--- src/rtl/bififo_cfg_pkg.sv ---
// constants, field layout and state types for the offset and mode loader
package bififo_cfg_pkg;

    // ------------------------------------------------------------------
    // offset register layout
    // ------------------------------------------------------------------
    // widths are those of the 1,024-deep part: 10-bit offsets, 40 serial bits
    localparam int OFFSET_W = 10;
    localparam int NUM_OFFSETS = 4;
    localparam int CFG_W = OFFSET_W * NUM_OFFSETS;
    // load order index: 0 fifo1 almost-full, 1 fifo1 almost-empty,
    // 2 fifo2 almost-full, 3 fifo2 almost-empty (packed msb to lsb)
    localparam logic [1:0] IDX_F1_AFULL = 2'h0;
    localparam logic [1:0] IDX_F1_AEMPTY = 2'h1;
    localparam logic [1:0] IDX_F2_AFULL = 2'h2;
    localparam logic [1:0] IDX_F2_AEMPTY = 2'h3;
    localparam logic [CFG_W-1:0] CFG_RESET = 40'h00_0000_0000;
    localparam logic [OFFSET_W-1:0] OFFSET_ZERO = 10'h000;

    // ------------------------------------------------------------------
    // preset offsets chosen by the flag-select pins
    // ------------------------------------------------------------------
    localparam logic [OFFSET_W-1:0] PRESET_64 = 10'h040;
    localparam logic [OFFSET_W-1:0] PRESET_16 = 10'h010;
    localparam logic [OFFSET_W-1:0] PRESET_8 = 10'h008;

    // ------------------------------------------------------------------
    // load sequencing
    // ------------------------------------------------------------------
    localparam int COUNT_W = 6;
    localparam logic [COUNT_W-1:0] COUNT_ZERO = 6'h00;
    localparam logic [COUNT_W-1:0] COUNT_ONE = 6'h01;
    localparam logic [COUNT_W-1:0] PARALLEL_LAST = 6'h03;
    localparam logic [COUNT_W-1:0] SERIAL_LAST = 6'h27;

    // port clock edges before a space flag rises
    localparam int WAIT_W = 2;
    localparam logic [WAIT_W-1:0] WAIT_AFTER_RESET = 2'h2;
    localparam logic [WAIT_W-1:0] WAIT_AFTER_LOAD = 2'h1;
    localparam logic [WAIT_W-1:0] WAIT_NONE = 2'h0;
    localparam logic [WAIT_W-1:0] WAIT_STEP = 2'h1;

    // ------------------------------------------------------------------
    // port B bus size codes and lanes
    // ------------------------------------------------------------------
    localparam logic [1:0] BUS_LONG = 2'h0;
    localparam logic [1:0] BUS_WORD = 2'h1;
    localparam logic [1:0] BUS_BYTE = 2'h2;
    localparam logic [1:0] LANE_ZERO = 2'h0;

    typedef enum logic [1:0] {
        ST_RESET,
        ST_PARALLEL,
        ST_SERIAL,
        ST_RUN
    } cfg_state_e;

endpackage

--- src/rtl/pin_filter.sv ---
// three-stage pin synchroniser with agreement filter on the last two stages
`timescale 1ns/1ps

module pin_filter #(
    parameter int WIDTH = 1
) (
    input wire logic clk,                // core clock
    input wire logic nrst,               // synchronous reset, active low
    input wire logic [WIDTH-1:0] pin,    // raw asynchronous pins
    output logic [WIDTH-1:0] level       // filtered levels
);

    logic [WIDTH-1:0] meta_reg;
    logic [WIDTH-1:0] sync_reg;
    logic [WIDTH-1:0] check_reg;
    logic [WIDTH-1:0] level_reg;
    logic [WIDTH-1:0] level_next;

    // ------------------------------------------------------------------
    // filter
    // ------------------------------------------------------------------
    // a bit changes only when stages two and three agree; meta_reg is
    // read by sync_reg alone so a metastable value never reaches logic
    assign level_next = (sync_reg & check_reg) | (level_reg & (sync_reg | check_reg));
    assign level = level_reg;

    // three flops plus the filtered level
    always_ff @(posedge clk) begin
        if (!nrst) begin
            meta_reg <= '0;
            sync_reg <= '0;
            check_reg <= '0;
            level_reg <= '0;
        end else begin
            meta_reg <= pin;
            sync_reg <= meta_reg;
            check_reg <= sync_reg;
            level_reg <= level_next;
        end
    end

endmodule

--- src/rtl/bififo_config_and_offset_loader.sv ---
// configuration capture and flag offset loader of the two-direction fifo
`timescale 1ns/1ps

module bififo_config_and_offset_loader
    import bififo_cfg_pkg::*;
(
    input wire logic clk,                                     // core clock, 250 MHz
    input wire logic nrst,                                    // sync reset, active low
    input wire logic fifo1_full_reset_n,                      // fifo1 master reset pin
    input wire logic fifo2_full_reset_n,                      // fifo2 master reset pin
    input wire logic order_timing_select,                     // byte order / timing pin
    input wire logic serial_prog_select_n,                    // serial-mode pin
    input wire logic flag_sel0_serial_in,                     // flag select 0 / serial data
    input wire logic flag_sel1_serial_en_n,                   // flag select 1 / serial enable
    input wire logic port_a_clock,                            // port A clock pin, sampled
    input wire logic port_b_clock,                            // port B clock pin, sampled
    input wire logic port_a_fifo1_write,                      // port A fifo1 write selected
    input wire logic [OFFSET_W-1:0] port_a_data_bus,          // low port A data pins
    input wire logic [1:0] port_b_bus_size,                   // port B size code
    input wire logic [1:0] port_b_part_index,                 // transfer number in long word
    output logic big_endian_select,                           // latched byte order
    output logic [1:0] port_b_lane,                           // long word lane in use
    output logic fifo1_fall_through_timing,                   // fifo1 timing mode
    output logic fifo2_fall_through_timing,                   // fifo2 timing mode
    output logic port_a_space_flag,                           // port A full / input ready
    output logic port_b_space_flag,                           // port B full / input ready
    output logic port_a_fifo1_store,                          // write goes to fifo1 memory
    output logic config_loading,                              // offset load in progress
    output logic [OFFSET_W-1:0] fifo1_almost_full_offset,     // port A almost-full offset
    output logic [OFFSET_W-1:0] fifo1_almost_empty_offset,    // port B almost-empty offset
    output logic [OFFSET_W-1:0] fifo2_almost_full_offset,     // port B almost-full offset
    output logic [OFFSET_W-1:0] fifo2_almost_empty_offset     // port A almost-empty offset
);

    // ------------------------------------------------------------------
    // helper functions
    // ------------------------------------------------------------------
    // bit position of an offset inside the packed register image
    function automatic int field_lsb(input logic [1:0] idx);
        return (NUM_OFFSETS - 1 - int'(idx)) * OFFSET_W;
    endfunction

    // replace one offset field of the packed image
    function automatic logic [CFG_W-1:0] put_field(input logic [CFG_W-1:0] img,
                                                   input logic [1:0] idx,
                                                   input logic [OFFSET_W-1:0] val);
        logic [CFG_W-1:0] res;
        res = img;
        res[field_lsb(idx) +: OFFSET_W] = val;
        return res;
    endfunction

    // preset offset for the flag-select code; 8 when only select 0 is high
    function automatic logic [OFFSET_W-1:0] preset_of(input logic fs1, input logic fs0);
        return (fs1 && fs0) ? PRESET_64 : (fs1 ? PRESET_16 : PRESET_8);
    endfunction

    // long word lane carried by a byte or word transfer
    function automatic logic [1:0] lane_of(input logic [1:0] size, input logic [1:0] idx,
                                           input logic msb_first);
        logic [1:0] part;
        part = msb_first ? ~idx : idx;
        return (size == BUS_BYTE) ? part : ((size == BUS_WORD) ? {1'b0, part[0]} : LANE_ZERO);
    endfunction

    // ------------------------------------------------------------------
    // pin sampling
    // ------------------------------------------------------------------
    logic [OFFSET_W+8:0] pins_raw;
    logic [OFFSET_W+8:0] pins_f;
    logic fifo1_full_reset_n_low_f, fifo2_full_reset_n_low_f, fifo1_full_reset_n_f, fifo2_full_reset_n_f, sel_f, spm_n_f, fs0_f, fs1_f;
    logic port_a_clock_f, port_b_clock_f, wr_f;
    logic [OFFSET_W-1:0] data_f;

    assign pins_raw = {~fifo1_full_reset_n, ~fifo2_full_reset_n, order_timing_select,
                       serial_prog_select_n, flag_sel0_serial_in, flag_sel1_serial_en_n,
                       port_a_clock, port_b_clock, port_a_fifo1_write, port_a_data_bus};

    // data and port clock share one latency so data is seen with its edge
    pin_filter #(
        .WIDTH(OFFSET_W + 9)
    ) u_pins (
        .clk(clk),
        .nrst(nrst),
        .pin(pins_raw),
        .level(pins_f)
    );

    assign {fifo1_full_reset_n_low_f, fifo2_full_reset_n_low_f, sel_f, spm_n_f, fs0_f, fs1_f, port_a_clock_f, port_b_clock_f, wr_f,
            data_f} = pins_f;
    // master resets enter inverted so the cleared filter reads as released;
    // a core reset then never shows a false release edge
    assign fifo1_full_reset_n_f = ~fifo1_full_reset_n_low_f;
    assign fifo2_full_reset_n_f = ~fifo2_full_reset_n_low_f;

    // ------------------------------------------------------------------
    // edge detection
    // ------------------------------------------------------------------
    logic fifo1_full_reset_n_prev_reg, fifo2_full_reset_n_prev_reg, port_a_clock_prev_reg, port_b_clock_prev_reg;
    logic fifo1_full_reset_n_rise, fifo2_full_reset_n_rise, both_rise, port_a_clock_rise, port_b_clock_rise;

    // reset releases are caught in the same core cycle only if they arrive
    // within one filtered sample of each other
    assign fifo1_full_reset_n_rise = fifo1_full_reset_n_f & ~fifo1_full_reset_n_prev_reg;
    assign fifo2_full_reset_n_rise = fifo2_full_reset_n_f & ~fifo2_full_reset_n_prev_reg;
    assign both_rise = fifo1_full_reset_n_rise & fifo2_full_reset_n_rise;
    assign port_a_clock_rise = port_a_clock_f & ~port_a_clock_prev_reg;
    assign port_b_clock_rise = port_b_clock_f & ~port_b_clock_prev_reg;

    // previous filtered levels
    always_ff @(posedge clk) begin
        if (!nrst) begin
            fifo1_full_reset_n_prev_reg <= 1'b1; // released level, as the filter shows it
            fifo2_full_reset_n_prev_reg <= 1'b1;
            port_a_clock_prev_reg <= 1'b0;
            port_b_clock_prev_reg <= 1'b0;
        end else begin
            fifo1_full_reset_n_prev_reg <= fifo1_full_reset_n_f;
            fifo2_full_reset_n_prev_reg <= fifo2_full_reset_n_f;
            port_a_clock_prev_reg <= port_a_clock_f;
            port_b_clock_prev_reg <= port_b_clock_f;
        end
    end

    // ------------------------------------------------------------------
    // programming code decode at reset release
    // ------------------------------------------------------------------
    logic code_preset, code_parallel, code_serial;
    logic [OFFSET_W-1:0] preset_val;

    assign code_preset = spm_n_f & (fs0_f | fs1_f);
    assign code_parallel = spm_n_f & ~fs1_f & ~fs0_f;
    // serial-mode low with any other code is reserved and loads nothing
    assign code_serial = ~spm_n_f & fs1_f & ~fs0_f;
    assign preset_val = preset_of(fs1_f, fs0_f);

    // ------------------------------------------------------------------
    // load state machine
    // ------------------------------------------------------------------
    cfg_state_e state_reg, state_next;
    logic [COUNT_W-1:0] count_reg, count_next;
    logic [CFG_W-1:0] cfg_reg, cfg_next;
    logic par_write, ser_shift, par_done, ser_done;

    // a parallel load uses a fifo1 write that the space flag has admitted
    assign par_write = (state_reg == ST_PARALLEL) & port_a_clock_rise & wr_f & port_a_space_flag;
    // once in ST_RUN the enable pin no longer shifts anything
    assign ser_shift = (state_reg == ST_SERIAL) & port_a_clock_rise & ~fs1_f;
    assign par_done = par_write & (count_reg == PARALLEL_LAST);
    assign ser_done = ser_shift & (count_reg == SERIAL_LAST);

    // state and counter progression
    always_comb begin
        state_next = state_reg;
        count_next = count_reg;
        case (state_reg)
            ST_RESET: begin
                count_next = COUNT_ZERO;
                if (fifo1_full_reset_n_rise && code_parallel && both_rise) begin
                    state_next = ST_PARALLEL;
                end else if (fifo1_full_reset_n_rise && code_serial && both_rise) begin
                    state_next = ST_SERIAL;
                end else if (fifo1_full_reset_n_rise) begin
                    state_next = ST_RUN;
                end
            end
            ST_PARALLEL: begin
                if (par_done) begin
                    state_next = ST_RUN;
                end else if (par_write) begin
                    count_next = count_reg + COUNT_ONE;
                end
            end
            ST_SERIAL: begin
                if (ser_done) begin
                    state_next = ST_RUN;
                end else if (ser_shift) begin
                    count_next = count_reg + COUNT_ONE;
                end
            end
            ST_RUN: begin
                count_next = COUNT_ZERO;
            end
            default: begin
                state_next = ST_RESET;
                count_next = COUNT_ZERO;
            end
        endcase
        // fifo1 master reset low always restarts the sequence
        if (!fifo1_full_reset_n_f) begin
            state_next = ST_RESET;
            count_next = COUNT_ZERO;
        end
    end

    // offset image: fifo2 clear first, presets and loads override it
    always_comb begin
        cfg_next = cfg_reg;
        if (fifo2_full_reset_n_rise) begin
            cfg_next = put_field(cfg_next, IDX_F2_AFULL, OFFSET_ZERO);
            cfg_next = put_field(cfg_next, IDX_F2_AEMPTY, OFFSET_ZERO);
        end
        if (fifo1_full_reset_n_rise && code_preset) begin
            cfg_next = put_field(cfg_next, IDX_F1_AFULL, preset_val);
            cfg_next = put_field(cfg_next, IDX_F1_AEMPTY, preset_val);
            if (fifo2_full_reset_n_rise) begin
                cfg_next = put_field(cfg_next, IDX_F2_AFULL, preset_val);
                cfg_next = put_field(cfg_next, IDX_F2_AEMPTY, preset_val);
            end
        end
        if (par_write) begin
            cfg_next = put_field(cfg_reg, count_reg[1:0], data_f);
        end
        if (ser_shift) begin
            cfg_next = {cfg_reg[CFG_W-2:0], fs0_f};
        end
    end

    // state, counter and offset registers
    always_ff @(posedge clk) begin
        if (!nrst) begin
            state_reg <= ST_RESET;
            count_reg <= COUNT_ZERO;
            cfg_reg <= CFG_RESET;
        end else begin
            state_reg <= state_next;
            count_reg <= count_next;
            cfg_reg <= cfg_next;
        end
    end

    assign fifo1_almost_full_offset = cfg_reg[field_lsb(IDX_F1_AFULL) +: OFFSET_W];
    assign fifo1_almost_empty_offset = cfg_reg[field_lsb(IDX_F1_AEMPTY) +: OFFSET_W];
    assign fifo2_almost_full_offset = cfg_reg[field_lsb(IDX_F2_AFULL) +: OFFSET_W];
    assign fifo2_almost_empty_offset = cfg_reg[field_lsb(IDX_F2_AEMPTY) +: OFFSET_W];
    assign config_loading = (state_reg == ST_PARALLEL) | (state_reg == ST_SERIAL);

    // ------------------------------------------------------------------
    // space flags
    // ------------------------------------------------------------------
    logic [WAIT_W-1:0] wait_a_reg, wait_a_next, wait_b_reg, wait_b_next;
    logic space_a_reg, space_b_reg, space_a_next, space_b_next;

    // port A counts its own edges; serial load freezes it until done
    always_comb begin
        wait_a_next = wait_a_reg;
        if (fifo1_full_reset_n_rise) begin
            wait_a_next = WAIT_AFTER_RESET;
        end else if (ser_done) begin
            wait_a_next = WAIT_AFTER_LOAD;
        end else if (port_a_clock_rise && state_reg != ST_SERIAL && wait_a_reg != WAIT_NONE) begin
            wait_a_next = wait_a_reg - WAIT_STEP;
        end
    end

    // port B waits through the whole parallel or serial load
    always_comb begin
        wait_b_next = wait_b_reg;
        if (fifo2_full_reset_n_rise) begin
            wait_b_next = WAIT_AFTER_RESET;
        end else if (par_done || ser_done) begin
            wait_b_next = WAIT_AFTER_LOAD;
        end else if (port_b_clock_rise && !config_loading && wait_b_reg != WAIT_NONE) begin
            wait_b_next = wait_b_reg - WAIT_STEP;
        end
    end

    assign space_a_next = fifo1_full_reset_n_f & ~fifo1_full_reset_n_rise & (state_reg != ST_SERIAL) & ~ser_done &
                          (wait_a_next == WAIT_NONE);
    assign space_b_next = fifo2_full_reset_n_f & ~fifo2_full_reset_n_rise & ~config_loading & ~par_done & ~ser_done &
                          (wait_b_next == WAIT_NONE);

    // flag and wait registers
    always_ff @(posedge clk) begin
        if (!nrst) begin
            wait_a_reg <= WAIT_AFTER_RESET;
            wait_b_reg <= WAIT_AFTER_RESET;
            space_a_reg <= 1'b0;
            space_b_reg <= 1'b0;
        end else begin
            wait_a_reg <= wait_a_next;
            wait_b_reg <= wait_b_next;
            space_a_reg <= space_a_next;
            space_b_reg <= space_b_next;
        end
    end

    // same flag serves as full flag in standard timing and input ready in
    // fall-through timing; only its meaning to the datapath differs
    assign port_a_space_flag = space_a_reg;
    assign port_b_space_flag = space_b_reg;

    // writes made during a parallel load never reach fifo1 memory
    assign port_a_fifo1_store = port_a_clock_rise & wr_f & space_a_reg & fifo1_full_reset_n_f &
                                (state_reg != ST_PARALLEL);

    // ------------------------------------------------------------------
    // byte order and timing mode capture
    // ------------------------------------------------------------------
    logic be_reg, pend1_reg, pend2_reg, fwft1_reg, fwft2_reg, msb_first;
    logic [1:0] lane_reg;

    // long words use every lane at once, so the order has no meaning
    assign msb_first = be_reg & (port_b_bus_size != BUS_LONG);

    // select pin is caught at the release, then again on the next port edge;
    // a later change of the pin is not watched, the host keeps it static
    always_ff @(posedge clk) begin
        if (!nrst) begin
            be_reg <= 1'b0;
            pend1_reg <= 1'b0;
            pend2_reg <= 1'b0;
            fwft1_reg <= 1'b0;
            fwft2_reg <= 1'b0;
            lane_reg <= LANE_ZERO;
        end else begin
            if (fifo1_full_reset_n_rise) begin
                be_reg <= sel_f;
                pend1_reg <= 1'b1;
            end else if (port_a_clock_rise && pend1_reg && fifo1_full_reset_n_f) begin
                pend1_reg <= 1'b0;
                fwft1_reg <= ~sel_f;
            end
            if (fifo2_full_reset_n_rise) begin
                pend2_reg <= 1'b1;
            end else if (port_b_clock_rise && pend2_reg && fifo2_full_reset_n_f) begin
                pend2_reg <= 1'b0;
                fwft2_reg <= ~sel_f;
            end
            lane_reg <= lane_of(port_b_bus_size, port_b_part_index, msb_first);
        end
    end

    assign big_endian_select = be_reg;
    assign port_b_lane = lane_reg;
    assign fifo1_fall_through_timing = fwft1_reg;
    assign fifo2_fall_through_timing = fwft2_reg;

endmodule

--- config.mk ---
export PLATFORM = sky130hd
export DESIGN_NAME = bififo_config_and_offset_loader
export DESIGN_NICKNAME = d
export VERILOG_FILES = /design/src/rtl/bififo_cfg_pkg.sv /design/src/rtl/pin_filter.sv /design/src/rtl/bififo_config_and_offset_loader.sv
export SDC_FILE = /design/constraint.sdc
export NUM_CORES = 1
export LEC_CHECK = 0
export ABC_AREA = 1
export ABC_CLOCK_PERIOD_IN_PS = 5200
export BUFFER_PORTS_ARGS = -buffer_cell sky130_fd_sc_hd__buf_2
export CELL_PAD_IN_SITES_DETAIL_PLACEMENT = 0
export CELL_PAD_IN_SITES_GLOBAL_PLACEMENT = 1
export CORE_ASPECT_RATIO = 1.2
export CORE_UTILIZATION = 37
export DETAILED_ROUTE_END_ITERATION = 10
export PLACE_DENSITY_LB_ADDON = 0.1
export SYNTH_ARGS = -nofsm -noshare
export SYNTH_HDL_FRONTEND = slang
export SYNTH_SLANG_ARGS = --single-unit
--- constraint.sdc ---
create_clock -name clk -period 5.2 [get_ports clk]
set_input_delay 0.52 -clock clk [delete_from_list [all_inputs] [get_ports clk]]
set_output_delay 0.52 -clock clk [all_outputs]
set_load 0.05 [all_outputs]
==> run metrics <==
Worst-Skew Late Latency approximately 0.43 ns; post-CTS resize count 0; initial antenna violation count 0; Root Driver clkbuf_16; DR pass1 iterations 5; Die ar. 18100 sq um; CTS Buf Count 17; adder-cell share of the synthesized area 0.0231; switching portion of total power 0.329; Reg clk slew, reported paths about 0.060 ns; slew of the pin with the lowest slew margin 1.16 ns; post-synth top area share 0.433; critical-path maximum fanout 28; Place WS approximately 2.0 ns; syn nets 976; Sw Pwr 1060 uW; combinational share of power 0.224; simple-gate portion of the synthesized area 0.305; mux contribution to synthesized area 0.00154; GRT Total Usage 0.218; share of power burned in registers 0.351; Slew HR 0.221; Clock power frac 0.425; Gate Count Post-Synth between 900 and 1000; Die Wd around 120 microns; # IOs 74; clk buf depth 2; DRT iter0 DRCs between 300 and 400; DP Cell Count between 1000 and 1500; YS warnings 0; row count 52; Synth Area in Compound Gates 0.129; Post-Route Utilization 0.449; non-filler instance count after layout about 1200; Clock Sinks 141; post-synthesis cell type count 41; Pleak between 0.003 and 0.004 uW; Final ANT Viol Nets 0; RSZ-0062 raised after global routing no; Worst Skew 0.0107 ns; max-cap viol count 0; setup TNS 0 ns; area growth from synthesis to layout 17.6%; max-slew violation count 0; total gr overflow 0; routed wire length about 19000 microns; first-pass GRT wire length ~30000 microns; fmax ~300 MHz; Detailed Place HPWL ~14000 microns; WS Path Type reg -> reg; Final setup viols 0; largest net degree at the start of global routing 62; Post-CTS Setup Inserts 0; critical path capture point type register; diode count 0; drt drc 0; Synth Area in XOR/XNOR 0.0108; Req. time, crit path ~5.5 ns; status completed; leading area contributor after synthesis dfxtp_1; Cell Area, Synth between 6000 and 7000 sq um; Synth area leaders dfxtp_1, nand2_1, inv_1; largest family of logic cells by synthesized area simple AND/OR/NAND/NOR gates; worst vdd ir approximately 0.24 mV; Via Count between 5000 and 6000; Placer Congestion between 0.9 and 1; TritonCTS clock tree built; Setup WS post-layout between 1.5 and 2 ns; Startpoint Class register; routed vias/inst 4.89; Post-DP Area about 7000 sq um; Design Area, Final around 7700 sq um; Internal ~2200 uW; final period utilization 0.636; min Tclk post-route approximately 3.3 ns; htree depth 4; class of the worst hold path in -> reg; die height 147 microns; final net count 1034; syn_area_per_cell about 6.9 sq um; PwrDens approximately 420 nW/um^2; number of global-route vias before repair between 5000 and 6000; WL/cell between 15 and 20 microns; #FFs+latches synth roughly 140; core area about 17000 sq um; share of layout cells above drive strength 1 0.138; flip-flop count of the largest register after layout 34; # fillers about 1800; port bufs 73; Initial Util 0.382; CTS Hold Bufs 0; CP Data Arrival Time 3.64 ns; Final Hold Fails 0; sequential element share of the synthesized area 0.433
## synth_stat cells (all sizes together)
master / number
o22ai: 3
mux2i: 1
or2: 6
clkinv: 2
o21a: 1
nor2: 83
a31oi: 9
xor2: 7
nand3b: 2
a21oi: 71
o21ai: 68
nand3: 70
nor3: 14
inv: 119
buf: 19
nand4: 15
nand2: 266
and2: 2
nor4: 1
a211oi: 2
clkbuf: 19
a22oi: 1
o211ai: 2
o21bai: 2
ha: 12
xnor2: 1
dfxtp: 141
## through the flow
| step | hold WS (ns) | total power, uW |
|---|---|---|
| after global routing | 0.224 | 3390 |
| after CTS | 0.224 | 3250 |
| after detailed placement | 0.384 | 1870 |
| after floorplan | 0.371 | 1700 |
| after global placement | 0.384 | 1870 |
| final | 0.242 | 3220 |
## placed cells by master, fill, tap and decap left out, types with 12 or more instances in the layout
master and instances:
nor3_1 12, dfxtp_1 141, ha_1 12, nand4_1 14, buf_2 72, nand2_1 262, inv_1 113, clkbuf_16 17
nor2_1 74, o21ai_0 64, nand3_1 69, a21oi_1 71
## critical path: stages, from the launching register on
cell,delay [ns]
dfxtp_1,0.30
buf_4,0.26
inv_1,0.28
ha_1,0.70
clkinv_1,0.72
nor2_1,0.37
nand2_1,0.10
nor2_1,0.09
o21a_1,0.12
nand2_1,0.04
nand2_1,0.05
nand2_1,0.05
a21oi_1,0.11
## kinds of logic (layout without fill, tap and decap cells)
family	Yosys count	in the layout
simple gates	459	459
flops	141	141
compound gates	159	159
xor+xnor	8	8
buf+inv	159	230
mux	1	1
fa+ha+maj	12	12
## layer usage
metal  vias to the layer above  share of wire  global-route usage
met5                         -              0                   0
met4                         0          0.058               0.140
met3                        50          0.037              0.0458
met2                       148           0.49               0.373
met1                      2675           0.42               0.241
li1                       3119              -                   -
## power groups by stage
stage / combinational (uW) / sequential [uW] / clock, uW
finish: 721 / 1130 / 1370
global route: 802 / 1130 / 1450
CTS: 717 / 1130 / 1400
detailed placement: 715 / 1150 / 0
global placement: 721 / 1150 / 0
floorplan: 539 / 1160 / 0
## worst paths after layout
check,start,endpoint,slack [ns],cells after the start
setup / recovery,count_reg[0]$_SDFFE_PP0P_,cfg_reg[34]$_SDFFE_PN0P_,1.89,12
hold / removal,fifo2_full_reset_n,u_pins.meta_reg[17]$_SDFF_PN0_,0.24,2
setup reg to reg,count_reg[0]$_SDFFE_PP0P_,cfg_reg[34]$_SDFFE_PN0P_,1.89,12
hold reg to reg,u_pins.level[17]$_SDFF_PN0_,fifo2_full_reset_n_prev_reg$_SDFF_PN1_,0.40,1
## final cells by class
type                            instances  area (sq um)  area share
Clock inverter                         14           229      0.0299
Tap cell                              216           270      0.0353
Inverter                              121           454      0.0593
Sequential cell                       141          2820       0.369
Multi-Input combinational cell        639          3060       0.399
Clock buffer                           18           429      0.0560
Timing Repair Buffer                   77           398      0.0519
Power figures use the tool's default switching activity.
